[config.mk]
export PLATFORM = sky130hd
export DESIGN_NAME = cache_tlb_power_id_leaves
export DESIGN_NICKNAME = d
export VERILOG_FILES = /design/src/id_leaves_pkg.sv /design/src/id_rom_if.sv /design/src/leaf_word_rom.sv /design/src/product_strap_latch.sv /design/src/cache_tlb_power_id_leaves.sv
export VERILOG_INCLUDE_DIRS = /design/src /design/src/src
export SDC_FILE = /design/constraint.sdc
export NUM_CORES = 1
export LEC_CHECK = 0
export ABC_AREA = 1
export BUFFER_PORTS_ARGS = -buffer_cell sky130_fd_sc_hd__buf_2
export CAP_MARGIN = 20
export CORE_MARGIN = 4
export CORE_UTILIZATION = 45
export DETAILED_ROUTE_END_ITERATION = 8
export GPL_TIMING_DRIVEN = 1
export HOLD_SLACK_MARGIN = 0.15
export PLACE_DENSITY = 0.77
export SYNTH_ARGS = -nofsm -noshare
export SYNTH_HDL_FRONTEND = slang
export SYNTH_SLANG_ARGS = --single-unit
[constraint.sdc]
create_clock -name clk_sys -period 1.9 [get_ports clk_sys]
set_input_delay 0.095 -clock clk_sys [delete_from_list [all_inputs] [get_ports clk_sys]]
set_output_delay 0.095 -clock clk_sys [all_outputs]
set_load 0.02 [all_outputs]
[src/id_leaves_regs.svh]
// Purpose: Named constants for the cache/TLB and power identification leaves
// Assumes: Included by bare name from every design file that needs it
// Notes:   Definitions only; ranges are used as part-selects
`ifndef ID_LEAVES_REGS_SVH
`define ID_LEAVES_REGS_SVH

// Function numbers answered by this block
`define LEAF_CACHE_TLB          32'h80000006
`define LEAF_POWER              32'h80000007

// Associativity codes (4-bit fields)
`define ASSOC_OFF               4'h0
`define ASSOC_DIRECT            4'h1
`define ASSOC_2WAY              4'h2
`define ASSOC_4WAY              4'h4
`define ASSOC_8WAY              4'h6
`define ASSOC_16WAY             4'h8
`define ASSOC_32WAY             4'hA
`define ASSOC_48WAY             4'hB
`define ASSOC_64WAY             4'hC
`define ASSOC_FULL              4'hF

// Field ranges shared by the TLB words
`define FLD_DATA_WAYS           31:28
`define FLD_DATA_ENTRIES        27:16
`define FLD_INSTR_WAYS          15:12
`define FLD_INSTR_ENTRIES       11:0
`define FLD_UPPER_HALF          31:16

// Field ranges shared by the cache words
`define FLD_CACHE_KB            31:16
`define FLD_CACHE_WAYS          15:12
`define FLD_CACHE_LPT           11:8
`define FLD_CACHE_LINE          7:0

// Fixed field values
`define TLB_LARGE_WAYS          4'h0
`define TLB_LARGE_ENTRIES       12'h000
`define TLB_SMALL_ENTRIES       12'h200
`define L2_WAYS_PRINTED         4'h8
`define L2_LINES_PER_TAG        4'h1
`define L2_LINE_BYTES           8'h40
`define L3_KB                   16'h0000
`define L3_WAYS                 4'h0
`define L3_LINES_PER_TAG        4'h0
`define L3_LINE_BYTES           8'h00
`define L2_KB_256               16'h0100
`define L2_KB_512               16'h0200
`define L2_KB_1024              16'h0400

// Power flag bit positions
`define PWR_TSC_CONST_BIT       8
`define PWR_HW_PSTATE_BIT       7
`define PWR_FINE_STEP_BIT       6
`define PWR_THERMAL_CTL_BIT     4
`define PWR_THERM_TRIP_BIT      3
`define PWR_VOLT_CODE_BIT       2
`define PWR_FREQ_CODE_BIT       1
`define PWR_TEMP_SENSOR_BIT     0

// Table addressing and word values
`define WORD_ZERO               32'h00000000
`define WORD_IDX_FIRST          2'h0
`define WORD_IDX_LAST           2'h3
`define STRAP_SEL_512           2'h1
`define STRAP_SEL_1024          2'h2

`endif

[src/id_leaves_pkg.sv]
// Purpose: Shared types of the identification leaves block
// Assumes: Constants live in id_leaves_regs.svh
// Notes:   Types only
package id_leaves_pkg;
    // Table word address: leaf select on top, word index below
    typedef logic [2:0]  rom_addr_t;
    typedef logic [31:0] id_word_t;
    typedef logic [1:0]  word_idx_t;
    typedef logic [15:0] cache_kb_t;
    // Sequencer states, one-hot
    typedef enum logic [2:0] {
        ST_IDLE  = 3'b001,
        ST_FETCH = 3'b010,
        ST_DRAIN = 3'b100
    } seq_state_t;
endpackage

[src/id_rom_if.sv]
// Purpose: Carrier between the sequencer and the leaf table
// Assumes: Single clock domain
// Notes:   Read data arrive one cycle after rd_en
`timescale 1ns/1ps
interface id_rom_if;
    import id_leaves_pkg::*;
    logic      rd_en;     // Read strobe
    rom_addr_t addr;      // Leaf and word index
    id_word_t  rd_data;   // Registered table word
    cache_kb_t l2_kb;     // Strap-selected second cache size
    logic      thermal;   // Strap-selected thermal control flag
    modport requester (output rd_en, addr, l2_kb, thermal, input rd_data);
    modport table_side (input rd_en, addr, l2_kb, thermal, output rd_data);
endinterface // id_rom_if

[src/leaf_word_rom.sv]
// Purpose: Constant table of the eight identification words
// Assumes: Strap fields are stable while read
// Notes:   Read data come from a register
`timescale 1ns/1ps
`include "id_leaves_regs.svh"
module leaf_word_rom (
    // Clock and reset
    input  wire logic clk_sys,
    input  wire logic sys_rst,
    // Table port
    id_rom_if.table_side rom
);
    import id_leaves_pkg::*;

    // Table contents as a function of address and straps
    function automatic id_word_t table_word(input rom_addr_t a,
                                            input cache_kb_t kb,
                                            input logic th);
        id_word_t w;
        w = `WORD_ZERO;
        case (a)
            3'h0: begin // Large-page TLB word
                w[`FLD_DATA_WAYS]     = `TLB_LARGE_WAYS;
                w[`FLD_DATA_ENTRIES]  = `TLB_LARGE_ENTRIES;
                w[`FLD_INSTR_WAYS]    = `TLB_LARGE_WAYS;
                w[`FLD_INSTR_ENTRIES] = `TLB_LARGE_ENTRIES;
            end
            3'h1: begin // Small-page TLB word
                w[`FLD_DATA_WAYS]     = `ASSOC_4WAY;
                w[`FLD_DATA_ENTRIES]  = `TLB_SMALL_ENTRIES;
                w[`FLD_INSTR_WAYS]    = `ASSOC_4WAY;
                w[`FLD_INSTR_ENTRIES] = `TLB_SMALL_ENTRIES;
            end
            3'h2: begin // Second cache word
                w[`FLD_CACHE_KB]   = kb;
                w[`FLD_CACHE_WAYS] = `L2_WAYS_PRINTED;
                w[`FLD_CACHE_LPT]  = `L2_LINES_PER_TAG;
                w[`FLD_CACHE_LINE] = `L2_LINE_BYTES;
            end
            3'h3: begin // No third cache
                w[`FLD_CACHE_KB]   = `L3_KB;
                w[`FLD_CACHE_WAYS] = `L3_WAYS;
                w[`FLD_CACHE_LPT]  = `L3_LINES_PER_TAG;
                w[`FLD_CACHE_LINE] = `L3_LINE_BYTES;
            end
            3'h7: begin // Power feature flags; rest reserved zero
                w[`PWR_TSC_CONST_BIT]   = 1'b1;
                w[`PWR_HW_PSTATE_BIT]   = 1'b1;
                w[`PWR_FINE_STEP_BIT]   = 1'b1;
                w[`PWR_THERMAL_CTL_BIT] = th;
                w[`PWR_THERM_TRIP_BIT]  = 1'b1;
                w[`PWR_VOLT_CODE_BIT]   = 1'b0;
                w[`PWR_FREQ_CODE_BIT]   = 1'b0;
                w[`PWR_TEMP_SENSOR_BIT] = 1'b1;
            end
            default: w = `WORD_ZERO; // Reserved power words
        endcase
        return w;
    endfunction

    // Combinational lookup
    id_word_t lookup_word;
    assign lookup_word = table_word(rom.addr, rom.l2_kb, rom.thermal);

    // Registered read port
    always_ff @(posedge clk_sys) begin
        if (sys_rst) begin
            rom.rd_data <= `WORD_ZERO;
        end else if (rom.rd_en) begin
            rom.rd_data <= lookup_word;
        end
    end
endmodule // leaf_word_rom

[src/product_strap_latch.sv]
// Purpose: Captures product straps once after reset release
// Assumes: Straps are static while the part runs
// Notes:   Caught by a clocked process, never by the reset itself
`timescale 1ns/1ps
`include "id_leaves_regs.svh"
module product_strap_latch (
    // Clock and reset
    input  wire logic                    clk_sys,
    input  wire logic                    sys_rst,
    // Strap pins
    input  wire logic [1:0]              strap_l2_size_sel,
    input  wire logic                    strap_thermal_ctl,
    // Latched values
    output id_leaves_pkg::cache_kb_t     l2_kb,
    output logic                         thermal,
    output logic                         captured
);
    import id_leaves_pkg::*;

    // Size decode; unused code falls back to the smallest size
    cache_kb_t decoded_kb;
    assign decoded_kb = (strap_l2_size_sel == `STRAP_SEL_512)  ? `L2_KB_512 :
                        (strap_l2_size_sel == `STRAP_SEL_1024) ? `L2_KB_1024 :
                                                                 `L2_KB_256;

    // One capture on the first cycle out of reset
    always_ff @(posedge clk_sys) begin
        if (sys_rst) begin
            l2_kb    <= `L2_KB_256;
            thermal  <= 1'b0;
            captured <= 1'b0;
        end else if (!captured) begin
            l2_kb    <= decoded_kb;
            thermal  <= strap_thermal_ctl;
            captured <= 1'b1;
        end
    end
endmodule // product_strap_latch

[src/cache_tlb_power_id_leaves.sv]
// Purpose: Answers the cache/TLB and power identification functions
// Assumes: One query at a time; straps static after reset
// Notes:   Four result words land one per cycle, the last with a one-cycle valid
//
// Functional notes
// - Associativity fields use the fixed 4-bit code set
// - Large-page data TLB ways and entries zero
// - Large-page instruction TLB ways and entries zero
// - Small-page data TLB: four-way, 512 entries
// - Small-page instruction TLB: four-way, 512 entries
// - Second cache size from strap: 256/512/1024
// - Second cache: ways 8, one line/tag, 64B
// - Third cache word reports no third cache
// - Power flag: constant-rate timestamp counter set
// - Power flag: hardware performance-state control set
// - Power flag: fine multiplier steps set
// - Power flag: thermal control from product strap
// - Power flag: catastrophic heat shutdown set
// - Power flags: voltage and frequency codes clear
// - Power flag: temperature sensor present set
`timescale 1ns/1ps
`include "id_leaves_regs.svh"
module cache_tlb_power_id_leaves (
    // Clock and reset
    input  wire logic                    clk_sys,
    input  wire logic                    sys_rst,
    // Query request
    input  wire logic                    query_valid,
    input  wire id_leaves_pkg::id_word_t query_leaf,
    // Product straps
    input  wire logic [1:0]              strap_l2_size_sel,
    input  wire logic                    strap_thermal_ctl,
    // Query answer
    output logic                         query_busy,
    output logic                         result_valid,
    output logic                         result_known,
    output id_leaves_pkg::id_word_t      result_a,
    output id_leaves_pkg::id_word_t      result_b,
    output id_leaves_pkg::id_word_t      result_c,
    output id_leaves_pkg::id_word_t      result_d
);
    import id_leaves_pkg::*;

    // Checks that a code belongs to the associativity set
    function automatic logic ways_code_legal(input logic [3:0] c);
        return (c == `ASSOC_OFF)   || (c == `ASSOC_DIRECT) ||
               (c == `ASSOC_2WAY)  || (c == `ASSOC_4WAY)   ||
               (c == `ASSOC_8WAY)  || (c == `ASSOC_16WAY)  ||
               (c == `ASSOC_32WAY) || (c == `ASSOC_48WAY)  ||
               (c == `ASSOC_64WAY) || (c == `ASSOC_FULL);
    endfunction

    // Table carrier and strap values
    id_rom_if   rom_bus ();
    cache_kb_t  strap_kb;        // Latched second cache size
    logic       strap_thermal;   // Latched thermal flag
    logic       strap_ready;     // Straps caught after reset

    // Sequencer state
    seq_state_t state;           // Current state
    seq_state_t next_state;      // Next state
    logic       leaf_is_power;   // Latched leaf select
    word_idx_t  issue_idx;       // Word being read
    word_idx_t  cap_idx;         // Word arriving from the table
    logic       cap_pending;     // Table data valid this cycle

    // Decode of the incoming function number
    logic hit_cache;             // Cache/TLB leaf requested
    logic hit_power;             // Power leaf requested
    logic accept;                // Query taken this cycle
    logic last_issue;            // Fourth word being issued
    assign hit_cache  = (query_leaf == `LEAF_CACHE_TLB);
    assign hit_power  = (query_leaf == `LEAF_POWER);
    assign accept     = (state == ST_IDLE) && query_valid && strap_ready;
    assign last_issue = (state == ST_FETCH) &&
                        (issue_idx == `WORD_IDX_LAST);

    // Encoding check: TLB way fields and the cache way fields must be
    // legal codes; a failing word is forced to zero so a
    // corrupted table never leaks a reserved code to software.
    logic word_ok;
    assign word_ok = leaf_is_power || (cap_idx > 2'h1) ||
                     (ways_code_legal(rom_bus.rd_data[`FLD_DATA_WAYS]) &&
                      ways_code_legal(rom_bus.rd_data[`FLD_INSTR_WAYS]));
    logic cache_ok;
    assign cache_ok = leaf_is_power || (cap_idx < 2'h2) ||
                      ways_code_legal(rom_bus.rd_data[`FLD_CACHE_WAYS]);
    id_word_t cap_word;
    assign cap_word = (word_ok && cache_ok) ? rom_bus.rd_data
                                            : `WORD_ZERO;

    // Table address and read strobe
    assign rom_bus.rd_en   = (state == ST_FETCH);
    assign rom_bus.addr    = {leaf_is_power, issue_idx};
    assign rom_bus.l2_kb   = strap_kb;
    assign rom_bus.thermal = strap_thermal;

    // Leaf table
    leaf_word_rom u_rom (
        .clk_sys (clk_sys),
        .sys_rst (sys_rst),
        .rom     (rom_bus.table_side)
    );

    // Strap capture
    product_strap_latch u_straps (
        .clk_sys           (clk_sys),
        .sys_rst           (sys_rst),
        .strap_l2_size_sel (strap_l2_size_sel),
        .strap_thermal_ctl (strap_thermal_ctl),
        .l2_kb             (strap_kb),
        .thermal           (strap_thermal),
        .captured          (strap_ready)
    );

    // Next-state logic
    always_comb begin
        next_state = state;
        case (state)
            ST_IDLE: begin
                if (accept && (hit_cache || hit_power)) begin
                    next_state = ST_FETCH;
                end else if (accept) begin
                    // Unknown leaf: answer zeros at once
                    next_state = ST_DRAIN;
                end
            end
            ST_FETCH: begin
                if (last_issue) begin
                    next_state = ST_DRAIN;
                end
            end
            ST_DRAIN: begin
                next_state = ST_IDLE;
            end
            default: begin
                next_state = ST_IDLE;
            end
        endcase
    end

    // State register and busy flag
    always_ff @(posedge clk_sys) begin
        if (sys_rst) begin
            state      <= ST_IDLE;
            query_busy <= 1'b0;
        end else begin
            state      <= next_state;
            query_busy <= (next_state != ST_IDLE);
        end
    end

    // Leaf latch and word index; nothing else changes on a read
    always_ff @(posedge clk_sys) begin
        if (sys_rst) begin
            leaf_is_power <= 1'b0;
            issue_idx     <= `WORD_IDX_FIRST;
        end else if (accept) begin
            leaf_is_power <= hit_power;
            issue_idx     <= `WORD_IDX_FIRST;
        end else if (state == ST_FETCH) begin
            issue_idx     <= issue_idx + 2'h1;
        end
    end

    // Tracks which word the table returns next cycle
    always_ff @(posedge clk_sys) begin
        if (sys_rst) begin
            cap_idx     <= `WORD_IDX_FIRST;
            cap_pending <= 1'b0;
        end else begin
            cap_idx     <= issue_idx;
            cap_pending <= (state == ST_FETCH);
        end
    end

    // Result words: cleared on accept, filled as table data arrive
    always_ff @(posedge clk_sys) begin
        if (sys_rst || accept) begin
            result_a <= `WORD_ZERO;
            result_b <= `WORD_ZERO;
            result_c <= `WORD_ZERO;
            result_d <= `WORD_ZERO;
        end else if (cap_pending) begin
            case (cap_idx)
                2'h0:    result_a <= cap_word;
                2'h1:    result_b <= cap_word;
                2'h2:    result_c <= cap_word;
                default: result_d <= cap_word;
            endcase
        end
    end

    // One-cycle valid when the last word has landed
    always_ff @(posedge clk_sys) begin
        if (sys_rst) begin
            result_valid <= 1'b0;
            result_known <= 1'b0;
        end else begin
            result_valid <= (state == ST_DRAIN);
            if (accept) begin
                result_known <= hit_cache || hit_power;
            end
        end
    end
endmodule // cache_tlb_power_id_leaves

Word level (Yosys, flattened, before mapping)
Cells that the tools add are included.
{"block": "classes", "n_addsub": 1, "mux": 11, "reduce_logical": 39, "bitwise_logic": 1, "n_eq_ne": 32, "order_cmp": 2}
{"op": "32-bit equality test (second input constant)", "count": 2}
{"op": "23-bit one-hot mux with 2 select lines", "count": 1}
{"op": "4-bit equality test (second input constant)", "count": 10}
{"op": "32-bit 2-to-1 mux", "count": 1}
{"op": "1-bit logical OR", "count": 24}
{"op": "4-bit by 3-bit equality test with 1-bit output (second input constant)", "count": 4}
{"op": "16-bit 2-to-1 mux", "count": 1}
{"op": "3-bit one-hot mux with 2 select lines", "count": 2}
{"op": "11-bit 2-to-1 mux", "count": 1}
{"op": "3-bit 2-to-1 mux", "count": 3}
{"op": "4-bit by 1-bit equality test with 1-bit output (second input constant)", "count": 2}
{"op": "4-bit by 2-bit equality test with 1-bit output (second input constant)", "count": 2}
{"op": "4-bit zero test", "count": 2}
{"op": "2-bit AND reduction", "count": 4}
{"op": "2-bit equality test (second input constant)", "count": 3}
{"op": "3-bit by 1-bit equality test with 1-bit output (second input constant)", "count": 2}
{"op": "3-bit by 2-bit equality test with 1-bit output (second input constant)", "count": 2}
{"op": "3-bit equality test (second input constant)", "count": 2}
{"op": "1-bit logical AND", "count": 6}
{"op": "5-bit 2-to-1 mux", "count": 1}
{"op": "2-bit by 1-bit equality test with 1-bit output (second input constant)", "count": 2}
{"op": "3-bit by 1-bit inequality test with 1-bit output (second input constant)", "count": 1}
{"op": "3-bit OR reduction", "count": 1}
{"op": "2-bit by 1-bit adder with 2-bit output (second input constant)", "count": 1}
{"op": "6 further kinds", "count": 6}
{"block": "totals", "ff_bits": 189, "out_inout_bits": 131, "inputBits": 38}

Logic depth before layout (Yosys ltp)
{"block": "logic_depth", "depth_word": 14, "mapped_depth": 8}

Modules after synthesis
A second synthesis with hierarchy kept.
{"block": "hier_totals", "hier_cells": 733, "area_unflattened_um2": 6097.1}
{"module": "cache_tlb_power_id_leaves", "area_per_inst_um2": 4832.1, "n_inst": 1, "cells_each": 568, "seq_area_each_um2": 2802.7}
{"module": "leaf_word_rom", "area_per_inst_um2": 930.9, "n_inst": 1, "cells_each": 121, "seq_area_each_um2": 440.4}
{"module": "product_strap_latch", "area_per_inst_um2": 334.1, "n_inst": 1, "cells_each": 44, "seq_area_each_um2": 100.1}

Worst setup path after synthesis
No wires, ideal clock.
{"block": "synth_timing", "kind": "register to register", "from": "reg issue_idx[0]", "to": "reg issue_idx[1]", "slack_ps": 834, "synth_period_minus_slack_ps": 1066, "n_path_buf": 0, "t_arrival_ps": 996, "path_stages_with_launch": 5, "cell_sequence": "dfxtp_1 inv_1 ha_1 or2_0 a21oi_1"}
{"block": "synth_via", "elab_chain_cells": 1}
{"item": "from (decl)", "line_no": "cache_tlb_power_id_leaves.sv:63", "rtl": "word_idx_t issue_idx;"}
{"item": "from (signal assigned)", "line_no": "cache_tlb_power_id_leaves.sv:157", "rtl": "issue_idx <= `WORD_IDX_FIRST;"}
{"item": "from (signal assigned)", "line_no": "cache_tlb_power_id_leaves.sv:160", "rtl": "issue_idx <= `WORD_IDX_FIRST;"}
{"item": "from (signal assigned)", "line_no": "cache_tlb_power_id_leaves.sv:162", "rtl": "issue_idx <= issue_idx + 2'h1;"}
{"item": "2-bit by 1-bit adder with 2-bit output", "line_no": "cache_tlb_power_id_leaves.sv:162"}
Every way passes these cells.
A chain may end at the register's enable or synchronous reset.

Final worst setup path
{"block": "layout_timing", "from": "reg cap_idx[1]", "to": "reg result_a[24]"}
{"block": "layout_via", "elab_chain_cells": 5, "word_cells_on_any_way": 10, "classes_between": "2 x order compare; 1 x mux; 7 x reduce/logical"}
{"item": "from (decl)", "line_no": "cache_tlb_power_id_leaves.sv:64", "rtl": "word_idx_t cap_idx;"}
{"item": "from (signal assigned)", "line_no": "cache_tlb_power_id_leaves.sv:169", "rtl": "cap_idx <= `WORD_IDX_FIRST;"}
{"item": "from (signal assigned)", "line_no": "cache_tlb_power_id_leaves.sv:172", "rtl": "cap_idx <= issue_idx;"}
{"item": "2-bit by 1-bit > comparator with 1-bit output or 2-bit < comparator (tied branches)", "line_no": "cache_tlb_power_id_leaves.sv:82, cache_tlb_power_id_leaves.sv:86"}
{"item": "1-bit logical OR, on equally long branches (2 in a row)", "line_no": "cache_tlb_power_id_leaves.sv:82, cache_tlb_power_id_leaves.sv:86"}
{"item": "1-bit logical AND", "line_no": "cache_tlb_power_id_leaves.sv:89", "rtl": "assign cap_word = (word_ok && cache_ok) ? rom_bus.rd_data"}
{"item": "32-bit 2-to-1 mux (no line)"}
{"item": "to (signal assigned)", "line_no": "cache_tlb_power_id_leaves.sv:180", "rtl": "result_a <= `WORD_ZERO;"}
{"item": "to (signal assigned)", "line_no": "cache_tlb_power_id_leaves.sv:186", "rtl": "2'h0: result_a <= cap_word;"}
{"item": "to (decl)", "line_no": "cache_tlb_power_id_leaves.sv:37", "rtl": "output id_leaves_pkg::id_word_t result_a,"}
Several ways; a longest one is shown, not always the timed one.

==> reports/qor.csv <==
stage;metric;value;unit
layout;share of cells above drive strength 1;0.264;
cts;Reg clk slew, reported paths;0.07;ns
pwr;P per Cell Area;789;nW/um^2
cts;CTS buffer count;9;
synthesis;Seq/Total Area, Yosys;0.389;
run_status;status;finished, final reports clean;
worst_hold_path;Hold WC Path Type;in2reg;
cts;Sink Count;62;
cts;clk root buf;clkbuf_8;
placed_design;DP Area;3310;sq um
worst_setup_path;kind of critical path;reg2reg;
worst_setup_path;Worst path max stage delay;0.39;ns
sta;ratio of final minimum period to clock period;0.755;
worst_setup_path;CP Cell Sequence;inv_1, nand3_1, nand2_1, a21oi_2;
pwr;Switch Pwr;693;uW
sta;Fin Setup TNS;0;ns
synthesis;synthesis warning total;0;
sta;fmax;697;MHz
sta;Hold Slack;0.162;ns
pwr;switching share of power;0.245;
synthesis;Netlist cell types;25;
pwr;clock network fraction of total power;0.447;
worst_setup_path;CP Buf/Inv Count;1;
layout;commonest non-fill, non-tap cell in the layout;buf_2;
worst_setup_path;critical path depth;4;
layout;area grow syn2layout;12.2;%
synthesis;netlist area before placement;3190;sq um
global_route;first-pass GRT wire length;10400;um
layout;Sequential Area;1240;sq um
placed_design;gpl congestion;0.805;
pwr;leak pwr;0.00168;uW
sta;final hold violations;0;
sta;Tmin final;1.43;ns
global_route;vias in the first global route;2357;
sta;final setup skew;0.00681;ns
placed_design;Port Buf Inserts;92;
floorplanning;Die ar.;8500;sq um
worst_setup_path;CP startpoint kind;flip-flop;
floorplanning;FP Rows;30;
floorplanning;Die X;92.2;um
pwr;P_int;2130;uW
pwr;register share of total power;0.466;
worst_setup_path;Reg2Reg Depth;4;
sta;RSZ-0062 raised after global routing;false;
global_route;largest net degree at the start of global routing;21;
worst_setup_path;Arrival @ worst endpoint;1.66;ns
cts;Clock Path Buffers;2;
drt;DRC violations left;0;
drt;wirelength, routed;6660;um
drt;Routed WL per cell;11.3;um
layout;Ant. Diodes;0;
pwr;Comb pwr share;0.087;
global_route;antenna violations before repair;0;
pwr;overall power;2830;uW
floorplanning;num ports;169;
job;maxcap violations;0;
drt;vias after detailed routing;2577;
layout;final std cells w/o fill;589;
cts;H-tree levels;3;
worst_setup_path;CP top delay family;simple AND/OR/NAND/NOR gates;
placed_design;detailed placement HPWL;5120;um
sta;Final Max Slew Viols;0;
layout;most frequent cells in the layout;92 x buf_2, 76 x conb_1, 75 x nand2_1;
floorplanning;Initial Util;0.467;
cts;CTS resizes;0;
synthesis;Avg Cell Area, Syn;7.82;sq um
drt;TritonRoute pass-1 iters;4;
worst_setup_path;Worst Path Max Fanout;20;
pwr;maximum vdd drop;355;uV
worst_setup_path;Worst EP required;2.13;ns
worst_hold_path;hold-critical path depth;5;
drt;Starting DRT DRC Count;114;
layout;final instance area;3580;sq um
placed_design;placed insts;568;
sta;Worst Max-Slew Pin Slew;0.578;ns
cts;TritonCTS clock tree;yes;
worst_setup_path;CP max stage cell;inv_1;
layout;nets;531;
floorplanning;area of the core;6830;sq um
synthesis;Syn Inst Count;408;
floorplanning;Die Ht;92.2;um
drt;DR vias/cell;4.38;
layout;FILL cells;684;
worst_setup_path;Crit. End Element;flip-flop;
cts;Worst-Skew Late Latency;0.34;ns
drt;ANT nets after route;0;
layout;area of the multi-input gates;1370;sq um
sta;final setup vio count;0;
global_route;GRT Overall Usage;0.151;
synthesis;flops & latches, synth;62;
global_route;total global routing overflow;0;
sta;relative max-transition margin;0.614;
final timing paths:
kind,start,endpoint,slack (ns)
worst min-delay path,strap_l2_size_sel[0],u_straps.l2_kb[8],0.16
worst min register to register,result_known,result_known,0.46
worst max-delay path,cap_idx[1],result_a[24],0.47
worst max register to register,cap_idx[1],result_a[24],0.47
routing by layer:
layer,up-vias,track usage,wire length (um)
li1,1332,-,-
met1,1136,0.163,2670
met2,98,0.270,3350
met3,11,0.0476,524
met4,0,0.0644,116
met5,-,0,0
what timing repair did:
| item | CTS | global route |
|---|---|---|
| buffers inserted | 0 | 0 |
| endpoints found under the hold margin | 18 | 0 |
| hold buffers | 5 | 0 |
logic make-up (layout without fill, tap and decap cells):
| family | Yosys count | in the layout | share of synthesized area |
|---|---|---|---|
| adder cells (fa/ha/maj) | 5 | 5 | 0.0196 |
| buffers and inverters | 129 | 139 | 0.270 |
| AND/OR/NAND/NOR | 159 | 159 | 0.226 |
| other | 1 | 76 | 0.00117 |
| flip-flops | 62 | 62 | 0.389 |
| AO/OA/AOI/OAI | 52 | 52 | 0.0937 |
flip-flops by register name, indices dropped and copies added (netlist names), 3 cells and up:
| name | flops |
|---|---|
| result_b | 9 |
| u_rom.rom.rd_data | 9 |
| result_c | 9 |
| u_straps.l2_kb | 3 |
| result_a | 9 |
| result_d | 9 |
| state | 3 |
stage by stage:
| step | util | setup WS [ns] |
|---|---|---|
| final | 0.524 | 0.465 |
| after global routing | 0.524 | 0.260 |
| after detailed placement | 0.485 | 0.497 |
| after floorplan | - | 0.834 |
| after CTS | 0.524 | 0.476 |
| after global placement | 0.485 | 0.529 |
synthesized netlist by cell type:
| library cell | number | area share |
|---|---|---|
| buf_4 | 92 | 0.22 |
| a21oi_1 | 37 | 0.058 |
| nand4_1 | 37 | 0.073 |
| nand3_2 | 1 | 0.0031 |
| a31oi_1 | 1 | 0.0020 |
| ha_1 | 5 | 0.020 |
| a21oi_2 | 10 | 0.027 |
| nor4_1 | 1 | 0.0020 |
| nand3_1 | 8 | 0.013 |
| inv_2 | 3 | 0.0035 |
| or2_0 | 1 | 0.0020 |
| buf_2 | 8 | 0.013 |
| nor2_1 | 33 | 0.039 |
| nor2_2 | 1 | 0.0020 |
| clkbuf_1 | 7 | 0.0082 |
| nand2_1 | 75 | 0.088 |
| nand2_2 | 1 | 0.0020 |
| o21ai_0 | 4 | 0.0063 |
| dfxtp_1 | 62 | 0.39 |
| nor3_2 | 1 | 0.0031 |
| conb_1 | 1 | 0.0012 |
| inv_1 | 16 | 0.019 |
| buf_1 | 1 | 0.0012 |
| buf_12 | 1 | 0.0063 |
| buf_6 | 1 | 0.0035 |
final cells by class:
type | instances | share of cell area
Clock buffer | 12 | 0.0405
Clock inverter | 4 | 0.0196
Inverter | 19 | 0.0199
Multi-Input combinational cell | 292 | 0.382
Sequential cell | 62 | 0.347
Tap cell | 96 | 0.0336
Timing Repair Buffer | 104 | 0.157
power groups by stage:
stage	sequential (uW)	clock, uW	combinational, uW
finish	1320	1260	247
global route	1320	1340	270
CTS	1320	1290	242
detailed placement	1340	0	234
global placement	1340	0	230
floorplan	1340	0	311
worst min-delay path, stage by stage:
cell and delay, ns:
buf_2 0.11, inv_1 0.05, ha_1 0.12, nand2_1 0.05, nand3_1 0.05
(Power assumes the default switching activity.)
